<file path="src/core/hpem_regs.svh">
// Offsets, field positions and reset values of the hub port map configuration registers.
`ifndef HPEM_REGS_SVH
`define HPEM_REGS_SVH

// ====================================================================
// Register offsets
`define HPEM_OFS_NUMBERING_CFG   16'h00E6
`define HPEM_OFS_FIXED_MASK      16'h00E7
`define HPEM_OFS_SELF_OFF_MASK   16'h00E8
`define HPEM_OFS_BUS_OFF_MASK    16'h00E9
`define HPEM_OFS_EXT_SELF_OFF    16'h300A
`define HPEM_OFS_EXT_BUS_OFF     16'h300B
`define HPEM_OFS_REMAP_PAIR      16'h30FB
`define HPEM_OFS_REMAP_THIRD     16'h30FC
`define HPEM_OFS_DEFAULT_CTRL    16'h30F0
`define HPEM_OFS_STATUS          16'h30F1

// ====================================================================
// Field positions
`define HPEM_BIT_REMAP_SEL       3
`define HPEM_PORT_HI             3
`define HPEM_PORT_LO             1
`define HPEM_BIT_STRAP_SEL       0
`define HPEM_MAP1_HI             3
`define HPEM_MAP1_LO             0
`define HPEM_MAP2_HI             7
`define HPEM_MAP2_LO             4

// ====================================================================
// Reset values
`define HPEM_RST_REMAP_SEL       1'h0
`define HPEM_RST_PORT_MASK       3'h0
`define HPEM_RST_REMAP           8'h00
`define HPEM_RST_STRAP_SEL       1'h1
`define HPEM_RST_RDATA           8'h00

`endif

</file>
<file path="src/core/hpem_pkg.sv">
// Types and shared helpers of the hub port map configuration block.
package hpem_pkg;

	typedef logic [2:0] hpem_ports_t;
	typedef logic [3:0] hpem_lport_t;

	typedef struct packed {
		hpem_lport_t p3;
		hpem_lport_t p2;
		hpem_lport_t p1;
	} hpem_lmap_t;

	typedef struct packed {
		hpem_ports_t enable;
		hpem_ports_t fixed;
		logic [1:0]  count;
		hpem_lmap_t  lmap;
	} hpem_report_t;

	function automatic logic [1:0] hpem_count3(input hpem_ports_t m);
		hpem_count3 = {1'b0, m[0]} + {1'b0, m[1]} + {1'b0, m[2]};
	endfunction : hpem_count3

endpackage : hpem_pkg

</file>
<file path="src/core/hpem_renumber.sv">
// Logical port numbering for the three downstream ports, registered.
`timescale 1ns/1ps
module hpem_renumber
	import hpem_pkg::*;
(
	input  wire logic        clk,
	input  wire logic        nrst,
	input  wire hpem_ports_t enable,
	input  wire logic        remap_mode,
	input  wire hpem_lmap_t  remap,
	output hpem_lmap_t       lmap,
	output logic [1:0]       count
);

	// ====================================================================
	// Next values
	hpem_lmap_t  next_lmap;
	hpem_ports_t live;
	logic [1:0]  c1;
	logic [1:0]  c2;
	logic [1:0]  c3;

	always_comb
	begin
		live = enable;
		if (remap_mode)
		begin
			live = enable & {remap.p3 != 4'h0, remap.p2 != 4'h0, remap.p1 != 4'h0};
		end
		c1 = hpem_count3({2'b00, live[0]});
		c2 = hpem_count3({1'b0, live[1:0]});
		c3 = hpem_count3(live);
		if (remap_mode)
		begin
			next_lmap.p1 = live[0] ? remap.p1 : 4'h0;
			next_lmap.p2 = live[1] ? remap.p2 : 4'h0;
			next_lmap.p3 = live[2] ? remap.p3 : 4'h0;
		end
		else
		begin
			// A disabled port pulls every higher enabled port down by one.
			next_lmap.p1 = live[0] ? {2'b00, c1} : 4'h0;
			next_lmap.p2 = live[1] ? {2'b00, c2} : 4'h0;
			next_lmap.p3 = live[2] ? {2'b00, c3} : 4'h0;
		end
	end

	// ====================================================================
	// Registers
	always_ff @(posedge clk)
	begin
		if (!nrst)
		begin
			lmap  <= '0;
			count <= 2'h0;
		end
		else
		begin
			lmap  <= next_lmap;
			count <= c3;
		end
	end

endmodule : hpem_renumber

</file>
<file path="src/core/hpem_top.sv">
// Port enable, numbering and non-removable configuration of a three-port hub.
//
// Implementation choice: strobed register access.
`timescale 1ns/1ps
`include "hpem_regs.svh"

// Functional notes
// - Bit 3 of the numbering config selects standard (0) or explicit remap (1).
// - Standard mode, nothing disabled: physical port n is reported as logical n.
// - Standard mode: higher enabled ports shift down to keep numbers contiguous.
// - Standard mode enables come from straps or the off masks ORed with the extended off registers, reset zero.
// - Remap mode takes logical numbers from the two remap registers, reset zero.
// - Per-port non-removable mask, one means fixed, reported to the host.
// - Bits 3..1 of the masks steer ports 3..1; other bits reserved.
// - Internal defaults take fixed ports from a two-bit strap field.
// - Self-powered: ports set in the self-powered off mask stay disabled.
// - Any disable combination works; count and order of ports stay correct.
// - Bus-powered: the bus-powered off mask applies, same encoding.
// - Internal defaults take disabled ports from a two-bit strap field.
// - The power mode picks which of the two off masks is in effect.
module hpem_top
	import hpem_pkg::*;
(
	input  wire logic        clk,
	input  wire logic        nrst,
	input  wire logic [15:0] addr,
	input  wire logic [7:0]  wdata,
	input  wire logic        wr_en,
	input  wire logic        rd_en,
	output logic      [7:0]  rdata,
	input  wire logic        self_powered_pin,
	input  wire logic [1:0]  strap_fixed_device_bits,
	input  wire logic [1:0]  strap_port_off_bits,
	output hpem_report_t     port_report
);

	// ====================================================================
	// Helpers

	// Strap field k marks the lowest k ports.
	function automatic hpem_ports_t hpem_low_ports(input logic [1:0] k);
		case (k)
			2'h0:    hpem_low_ports = 3'h0;
			2'h1:    hpem_low_ports = 3'h1;
			2'h2:    hpem_low_ports = 3'h3;
			default: hpem_low_ports = 3'h7;
		endcase
	endfunction : hpem_low_ports

	// Mask register readback with reserved bits at zero.
	function automatic logic [7:0] hpem_mask_read(input hpem_ports_t m);
		hpem_mask_read = {4'h0, m, 1'b0};
	endfunction : hpem_mask_read

	// ====================================================================
	// Pin synchronisers
	logic       sp_sync1;
	logic       sp_sync2;
	logic [1:0] fix_sync1;
	logic [1:0] fix_sync2;
	logic [1:0] off_sync1;
	logic [1:0] off_sync2;

	always_ff @(posedge clk)
	begin
		if (!nrst)
		begin
			sp_sync1  <= 1'b0;
			sp_sync2  <= 1'b0;
			fix_sync1 <= 2'h0;
			fix_sync2 <= 2'h0;
			off_sync1 <= 2'h0;
			off_sync2 <= 2'h0;
		end
		else
		begin
			sp_sync1  <= self_powered_pin;
			sp_sync2  <= sp_sync1;
			fix_sync1 <= strap_fixed_device_bits;
			fix_sync2 <= fix_sync1;
			off_sync1 <= strap_port_off_bits;
			off_sync2 <= off_sync1;
		end
	end

	// ====================================================================
	// Register file
	logic        explicit_remap_select;
	hpem_ports_t fixed_device_port_mask;
	hpem_ports_t self_power_port_off_mask;
	hpem_ports_t bus_power_port_off_mask;
	hpem_ports_t ext_self_power_port_off;
	hpem_ports_t ext_bus_power_port_off;
	logic [7:0]  port_remap_first_pair;
	logic [7:0]  port_remap_third;
	logic        strap_default_sel;

	always_ff @(posedge clk)
	begin
		if (!nrst)
		begin
			explicit_remap_select <= `HPEM_RST_REMAP_SEL;
		end
		else if (wr_en && addr == `HPEM_OFS_NUMBERING_CFG)
		begin
			explicit_remap_select <= wdata[`HPEM_BIT_REMAP_SEL];
		end
	end

	always_ff @(posedge clk)
	begin
		if (!nrst)
		begin
			strap_default_sel <= `HPEM_RST_STRAP_SEL;
		end
		else if (wr_en && addr == `HPEM_OFS_DEFAULT_CTRL)
		begin
			strap_default_sel <= wdata[`HPEM_BIT_STRAP_SEL];
		end
	end

	// Only bits 3..1 are stored, so reserved bits can never be written.
	always_ff @(posedge clk)
	begin
		if (!nrst)
		begin
			fixed_device_port_mask <= `HPEM_RST_PORT_MASK;
		end
		else if (wr_en && addr == `HPEM_OFS_FIXED_MASK)
		begin
			fixed_device_port_mask <= wdata[`HPEM_PORT_HI:`HPEM_PORT_LO];
		end
	end

	always_ff @(posedge clk)
	begin
		if (!nrst)
		begin
			self_power_port_off_mask <= `HPEM_RST_PORT_MASK;
		end
		else if (wr_en && addr == `HPEM_OFS_SELF_OFF_MASK)
		begin
			self_power_port_off_mask <= wdata[`HPEM_PORT_HI:`HPEM_PORT_LO];
		end
	end

	always_ff @(posedge clk)
	begin
		if (!nrst)
		begin
			bus_power_port_off_mask <= `HPEM_RST_PORT_MASK;
		end
		else if (wr_en && addr == `HPEM_OFS_BUS_OFF_MASK)
		begin
			bus_power_port_off_mask <= wdata[`HPEM_PORT_HI:`HPEM_PORT_LO];
		end
	end

	always_ff @(posedge clk)
	begin
		if (!nrst)
		begin
			ext_self_power_port_off <= `HPEM_RST_PORT_MASK;
		end
		else if (wr_en && addr == `HPEM_OFS_EXT_SELF_OFF)
		begin
			ext_self_power_port_off <= wdata[`HPEM_PORT_HI:`HPEM_PORT_LO];
		end
	end

	always_ff @(posedge clk)
	begin
		if (!nrst)
		begin
			ext_bus_power_port_off <= `HPEM_RST_PORT_MASK;
		end
		else if (wr_en && addr == `HPEM_OFS_EXT_BUS_OFF)
		begin
			ext_bus_power_port_off <= wdata[`HPEM_PORT_HI:`HPEM_PORT_LO];
		end
	end

	always_ff @(posedge clk)
	begin
		if (!nrst)
		begin
			port_remap_first_pair <= `HPEM_RST_REMAP;
		end
		else if (wr_en && addr == `HPEM_OFS_REMAP_PAIR)
		begin
			port_remap_first_pair <= wdata;
		end
	end

	always_ff @(posedge clk)
	begin
		if (!nrst)
		begin
			port_remap_third <= `HPEM_RST_REMAP;
		end
		else if (wr_en && addr == `HPEM_OFS_REMAP_THIRD)
		begin
			port_remap_third <= wdata;
		end
	end

	// ====================================================================
	// Port enable and fixed-device selection
	hpem_ports_t self_off;
	hpem_ports_t bus_off;
	hpem_ports_t next_enable;
	hpem_ports_t next_fixed;
	hpem_ports_t strap_off;

	always_comb
	begin
		// The strap field disables from the top port downward.
		strap_off = hpem_low_ports(off_sync2);
		strap_off = {strap_off[0], strap_off[1], strap_off[2]};
		if (strap_default_sel)
		begin
			self_off   = strap_off;
			bus_off    = strap_off;
			next_fixed = hpem_low_ports(fix_sync2);
		end
		else
		begin
			self_off   = self_power_port_off_mask | ext_self_power_port_off;
			bus_off    = bus_power_port_off_mask | ext_bus_power_port_off;
			next_fixed = fixed_device_port_mask;
		end
		next_enable = sp_sync2 ? ~self_off : ~bus_off;
	end

	hpem_ports_t enable;
	hpem_ports_t fixed;

	always_ff @(posedge clk)
	begin
		if (!nrst)
		begin
			enable <= 3'h0;
			fixed  <= 3'h0;
		end
		else
		begin
			enable <= next_enable;
			fixed  <= next_fixed & next_enable;
		end
	end

	// ====================================================================
	// Logical numbering
	hpem_lmap_t remap;
	hpem_lmap_t lmap;
	logic [1:0] count;

	assign remap.p1 = port_remap_first_pair[`HPEM_MAP1_HI:`HPEM_MAP1_LO];
	assign remap.p2 = port_remap_first_pair[`HPEM_MAP2_HI:`HPEM_MAP2_LO];
	assign remap.p3 = port_remap_third[`HPEM_MAP1_HI:`HPEM_MAP1_LO];

	hpem_renumber u_renumber (
		.clk        (clk),
		.nrst       (nrst),
		.enable     (enable),
		.remap_mode (explicit_remap_select),
		.remap      (remap),
		.lmap       (lmap),
		.count      (count)
	);

	assign port_report.enable = enable;
	assign port_report.fixed  = fixed;
	assign port_report.count  = count;
	assign port_report.lmap   = lmap;

	// ====================================================================
	// Read port
	logic [7:0] next_rdata;

	always_comb
	begin
		next_rdata = 8'h00;
		if (addr == `HPEM_OFS_NUMBERING_CFG)
		begin
			next_rdata = {4'h0, explicit_remap_select, 3'h0};
		end
		else if (addr == `HPEM_OFS_FIXED_MASK)
		begin
			next_rdata = hpem_mask_read(fixed_device_port_mask);
		end
		else if (addr == `HPEM_OFS_SELF_OFF_MASK)
		begin
			next_rdata = hpem_mask_read(self_power_port_off_mask);
		end
		else if (addr == `HPEM_OFS_BUS_OFF_MASK)
		begin
			next_rdata = hpem_mask_read(bus_power_port_off_mask);
		end
		else if (addr == `HPEM_OFS_EXT_SELF_OFF)
		begin
			next_rdata = hpem_mask_read(ext_self_power_port_off);
		end
		else if (addr == `HPEM_OFS_EXT_BUS_OFF)
		begin
			next_rdata = hpem_mask_read(ext_bus_power_port_off);
		end
		else if (addr == `HPEM_OFS_REMAP_PAIR)
		begin
			next_rdata = port_remap_first_pair;
		end
		else if (addr == `HPEM_OFS_REMAP_THIRD)
		begin
			next_rdata = port_remap_third;
		end
		else if (addr == `HPEM_OFS_DEFAULT_CTRL)
		begin
			next_rdata = {7'h00, strap_default_sel};
		end
		else if (addr == `HPEM_OFS_STATUS)
		begin
			// Status shows what is in effect now, not what was last written.
			next_rdata = {explicit_remap_select, sp_sync2, count, enable, 1'b0};
		end
	end

	// Read data stand for one cycle only and are zero otherwise.
	always_ff @(posedge clk)
	begin
		if (!nrst)
		begin
			rdata <= `HPEM_RST_RDATA;
		end
		else if (rd_en)
		begin
			rdata <= next_rdata;
		end
		else
		begin
			rdata <= `HPEM_RST_RDATA;
		end
	end

endmodule : hpem_top

</file>
<file path="config.mk">
export PLATFORM = sky130hd
export DESIGN_NAME = hpem_top
export DESIGN_NICKNAME = d
export VERILOG_FILES = /design/src/core/hpem_pkg.sv /design/src/core/hpem_renumber.sv /design/src/core/hpem_top.sv
export VERILOG_INCLUDE_DIRS = /design/src /design/src/core
export SDC_FILE = /design/constraint.sdc
export NUM_CORES = 1
export LEC_CHECK = 0
export ABC_AREA = 1
export BUFFER_PORTS_ARGS = -buffer_cell sky130_fd_sc_hd__buf_2
export CAP_MARGIN = 20
export CORE_MARGIN = 2
export CORE_UTILIZATION = 55
export CTS_CLUSTER_SIZE = 40
export DETAILED_ROUTE_END_ITERATION = 6
export PLACE_DENSITY = 0.79
export SETUP_SLACK_MARGIN = 0.5
export SLEW_MARGIN = 20
export SYNTH_ARGS = -nofsm -noshare
export SYNTH_HDL_FRONTEND = slang
export SYNTH_SLANG_ARGS = --single-unit
</file>
<file path="constraint.sdc">
create_clock -name clk -period 2.62 [get_ports clk]
set_input_delay 0 -clock clk [delete_from_list [all_inputs] [get_ports clk]]
set_output_delay 0 -clock clk [all_outputs]
set_load 0.05 [all_outputs]
</file>
Word-level counts from Yosys, hierarchy flattened
Cells that the tools add are included.
{ "word_totals": {"ff_bits": 71, "out_inout_bits": 28, "elab_cells": 89} }
{ "op_classes": {"add_sub_neg": 2, "eq_ne": 14, "muxes": 24, "bitwise_logic": 8, "reduce_logical": 17} }
{ "op_table": {"columns": ["operator", "n"], "rows": [
  ["== test 16 x 14 -> 1 bit, second input constant", 6],
  ["== test 16 x 8 -> 1 bit, second input constant", 4],
  ["2-to-1 mux 4 bit", 9],
  ["2-to-1 mux 8 bit", 4],
  ["one-hot mux 3 bit (3 select lines)", 2],
  ["2-to-1 mux 3 bit", 5],
  ["2-to-1 mux 12 bit", 1],
  ["nonzero test 4 bit", 3],
  ["logical AND 1 bit", 9],
  ["OR reduction 8 bit", 1],
  ["bitwise AND 3 bit", 2],
  ["NOT 3 bit", 2],
  ["OR 3 bit", 2],
  ["== test 2 x 1 -> 1 bit, second input constant", 2],
  ["== test 2 bit, second input constant", 2],
  ["logical NOT 2 bit", 2],
  ["2-to-1 mux 2 bit", 2],
  ["OR reduction 3 bit", 1],
  ["adder 1 x 1 -> 2 bit", 1],
  ["adder 2 x 1 -> 2 bit", 1],
  ["NOT 1 bit", 2],
  ["AND reduction 2 bit", 1],
  ["2-to-1 mux 1 bit", 1]
]} }

Logic depth before layout (Yosys ltp)
{ "logic_depth": {"depth_word": 11, "depth_mapped": 12} }

By module
Synthesis repeated with hierarchy kept, for this count alone.
{ "hier_totals": {"hier_cells": 428, "area_unflattened_um2": 3265.6} }
{ "modules_own_cells": {"columns": ["module", "n_inst", "cells_per_inst", "area_each_um2"], "rows": [
  ["hpem_top", 1, 358, 2666.3],
  ["hpem_renumber", 1, 70, 599.3]
]} }

Worst setup path after synthesis
OpenSTA, ideal clock, no wires.
{ "synth_path": {"path_kind": "register to register", "from": "register enable[2]", "to": "register u_renumber.count[0]", "setup_time_ns": 0.109, "t_arrival_ns": 1.774, "required_time_ns": 2.511, "setup_slack_ns": 0.737, "path_stages_with_launch": 5, "synth_period_minus_slack_ns": 1.883, "cell_sequence": "dfxtp_1 -> a21boi_0 -> fa_1 -> nand2_1 -> inv_1"} }
{ "synth_between": {"elab_chain_len": 3} }
{ "synth_rtl": {"columns": ["element", "line", "text"], "rows": [
  ["start: declaration", "hpem_top.sv:235", "hpem_ports_t enable;"],
  ["start signal: assignment", "hpem_top.sv:247", "enable <= next_enable;"],
  ["bitwise AND 3 bit", "hpem_renumber.sv:28", "live = enable & {remap.p3 != 4'h0, remap.p2 != 4'h0, remap.p1 != 4'h0};"],
  ["2-to-1 mux 3 bit *", "hpem_renumber.sv:26", "if (remap_mode)"],
  ["adder 2 x 1 -> 2 bit *", "hpem_pkg.sv:21", "hpem_count3 = {1'b0, m[0]} + {1'b0, m[1]} + {1'b0, m[2]};"],
  ["named net u_renumber.c3[0]", "hpem_renumber.sv:21", "logic [1:0] c3;"],
  ["end signal: assignment", "hpem_renumber.sv:55", "count <= 2'h0;"],
  ["end signal: assignment", "hpem_renumber.sv:60", "count <= c3;"],
  ["end: declaration", "hpem_renumber.sv:12", "output logic [1:0] count"]
]} }
Mark *: on every way through the listed nets, which the timed path passes. The rest lies on a longest branch.
A chain may end at the register's enable or synchronous reset.

Worst setup path after layout
{ "layout_path": {"from": "register explicit_remap_select", "to": "register u_renumber.count[0]"} }
{ "layout_between": {"elab_chain_len": 3} }
{ "layout_rtl": {"columns": ["element", "line", "text"], "rows": [
  ["start: declaration", "hpem_top.sv:88", "logic explicit_remap_select;"],
  ["start signal: assignment", "hpem_top.sv:102", "explicit_remap_select <= `HPEM_RST_REMAP_SEL;"],
  ["start signal: assignment", "hpem_top.sv:106", "explicit_remap_select <= wdata[`HPEM_BIT_REMAP_SEL];"],
  ["2-to-1 mux 3 bit *", "hpem_renumber.sv:26", null],
  ["adder 1 x 1 -> 2 bit", "hpem_pkg.sv:21", null],
  ["adder 2 x 1 -> 2 bit *", "hpem_pkg.sv:21", null],
  ["named net u_renumber.c3[0]", "hpem_renumber.sv:21", null]
]} }
Marked as above.

==> metrics.md <==
| Metric | Value |
|---|---|
| Outcome | finished, final reports clean |
| Worst Path Max Fanout | 11 |
| Worst slew margin | 49.5% |
| Hold Crit Class | in -> reg |
| Worst path arrival time | 2.18 ns |
| Synthesized flop and latch total | 71 |
| Final Hold Vio Count | 0 |
| Core area | 5510 sq um |
| Vias in the first global route | 2933 |
| DR WL/cell | 13.7 um |
| Post-synth EDFFs | 0 |
| Share of cells above drive strength 1 | 20.2% |
| Initial antenna violation count | 0 |
| Final setup violating endpoints | 0 |
| Post-synth top cells | 71 x dfxtp_1, 66 x inv_1, 54 x nor2_1 |
| Count leader, synth | dfxtp_1 |
| Netlist Area Pre-Place | 3150 sq um |
| Clock Skew | 0.00729 ns |
| Placed Cells | 539 |
| Clk root buf | clkbuf_8 |
| Post-DP HPWL | 5.74 mm |
| Placement row count | 27 |
| YS warnings | 0 |
| LEAKAGE | 1.78 nW |
| TritonCTS clock tree | yes |
| Nets | 527 |
| # H-tree levels | 3 |
| Slew @ Worst Pin | 0.751 ns |
| Max-cap violation count | 0 |
| Cells after synthesis | 416 |
| Area grow syn2layout | 20.2% |
| DIE WIDTH | 79.6 um |
| Fin crit share | 73.8% |
| Fmax | 517 MHz |
| Critical path class | reg -> reg |
| Fin cells | 566 |
| Pins Over Slew Limit | 0 |
| Largest net degree at the start of global routing | 28 |
| DIE AREA | 6340 sq um |
| CP Launch Type | register |
| Sequential fraction of the synthesis area | 45.2% |
| Avg Inst Size Synth | 7.56 sq um |
| Clk buf depth | 2 |
| # IOs | 61 |
| Post-CTS setup buffer count | 0 |
| Worst-skew pair later-pin latency | 0.35 ns |
| First-pass GRT wire length | 13.0 mm |
| Library cells used by synthesis | 39 |
| Syn_nets | 453 |
| DRC | 0 |
| Die Height | 79.6 um |
| Area contributors post-synth | dfxtp_1 45%, inv_1 7.9%, nor2_1 6.4%, a21oi_1 6.2%, nand2_1 6.2% |
| Cts bufs inserted | 9 |
| Unrepaired setup endpoints after global routing | false |
| Starting Density | 57.1% |
| Min Clock Period, post-route | 1.93 ns |
| GPL Wtd Cong | 0.920 |
| VDD IR max | 498 uV |
| Grt ovf | 0 |
| Post-synth top flop | dfxtp_1 |
| Worst endpoint required time | 2.87 ns |
| Pwr dens | 547 nW/um^2 |
| Diodes inserted | 0 |
| Clk sinks | 71 |
| Fillers | 478 |
| GRT Total Usage | 26.8% |
| WL final | 7.77 mm |
| Worst setup EP type | register |
| I/O Buffers | 60 |
| Detailed Route Iter0 Violations | 239 |
| Total number of vias | 3020 |
| CTS clk-pin slew, worst paths | 0.08 ns |
| Yosys top cell by area | dfxtp_1 |
| Setup_tns | 0 ns |
| Synth top area share | 45.2% |
| Post-route ant nets | 0 |
| DRT Pass-1 Iters | 5 |
| Post-synth ARST share | 0% |
| Avg Vias per Cell | 5.34 |
[what timing repair did]
item / 4_1_cts / 5_1_grt
hold endpoints to repair: 22 / 0
gates resized for setup: 1 / 1
endpoints found under the setup margin: 1 / 2
hold buffers: 12 / 0
[final timing paths]
| check | from | depth (start not counted) | slack (ns) | end |
|---|---|---|---|---|
| min reg2reg | fix_sync1[1]$_SDFF_PN0_ | 2 | 0.42 | fix_sync2[1]$_SDFF_PN0_ |
| max | explicit_remap_select$_SDFFE_PN0P_ | 6 | 0.69 | u_renumber.count[0]$_SDFF_PN0_ |
| min | wdata[3] | 3 | 0.02 | self_power_port_off_mask[2]$_SDFFE_PN0P_ |
| max reg2reg | explicit_remap_select$_SDFFE_PN0P_ | 6 | 0.69 | u_renumber.count[0]$_SDFF_PN0_ |
[per-stage QoR]
step	utilization [%]	area (sq um)	hold WS [ns]	power [mW]	setup WS [ns]
4_1_cts	68.6	3780	0.0123	2.08	0.589
3_5_place_dp	63.2	3480	0.187	1.30	0.505
3_3_place_gp	63.2	3480	0.179	1.30	0.630
2_1_floorplan	-	3150	0.0976	1.24	0.737
6_report	68.7	3780	0.0198	2.07	0.688
5_1_grt	68.7	3780	0.0344	2.16	0.539
[kinds of logic (layout without fill, tap and decap cells)]
kind of cell,Yosys count,after routing,synth area share (%)
DFF,71,71,45.2
adders and majority gates,4,4,1.83
AOI/OAI and AO/OA,88,88,15.5
and+or+nand+nor,172,172,26.8
buffers and inverters,81,159,10.7
[worst max-delay path, cell delays in order, from the launching register on]
cell and delay (ns):
dfxtp_2 0.38, inv_1 0.12, nor2_1 0.07, a21boi_0 0.61
fa_1 0.52, nand2_1 0.08, inv_1 0.04
[final cells by class]
class / instances / area (sq um) / share of cell area, %
Sequential cell: 71 / 1420 / 37.6
Clock inverter: 5 / 35.0 / 0.927
Timing Repair Buffer: 75 / 443 / 11.7
Multi-Input combinational cell: 264 / 1390 / 36.9
Tap cell: 72 / 90.1 / 2.38
Clock buffer: 10 / 138 / 3.64
Inverter: 69 / 259 / 6.85
[registers in the layout (all words and copies together), names as in the netlist, 2 cells and up]
name	cells
port_remap_first_pair	8
port_remap_third	8
u_renumber.lmap	12
bus_power_port_off_mask	3
ext_self_power_port_off	3
fixed	3
fix_sync1	2
self_power_port_off_mask	3
off_sync2	2
rdata	8
enable	3
fixed_device_port_mask	3
fix_sync2	2
ext_bus_power_port_off	3
u_renumber.count	2
off_sync1	2
[cell usage in the layout (no fill, tap or decap), types with 2 or more instances in the layout]
master and instances:
a211oi_1 8, buf_4 3, nand4_1 11, dfxtp_1 70
nor2_1 54, dlygate4sd3_1 12, clkinv_4 2, inv_2 2
nand2_4 3, ha_1 3, buf_2 60, clkbuf_8 10
o21ai_1 2, clkinv_2 2, o21ai_0 31, nand3_1 29
nor2_2 6, nand2_1 52, a21oi_1 39, inv_1 66
nor2_4 2, o221ai_1 2, nor3_1 6
[layer usage]
layer / share of wire, % / GRT usage (%) / vias up
li1: - / - / 1507
met1: 41 / 30.0 / 1354
met2: 49 / 47.0 / 129
met3: 6.7 / 7.58 / 30
met4: 3.7 / 11.9 / 0
met5: 0 / 0 / -
[power by group]
| group | switching, mW | leakage [nW] | internal [mW] |
|---|---|---|---|
| combinational | 0.126 | 1.11 | 0.0618 |
| sequential | 0.00955 | 0.577 | 1.10 |
| clock | 0.411 | 0.0881 | 0.363 |
| total | 0.547 | 1.78 | 1.52 |
(Power assumes the default switching activity.)
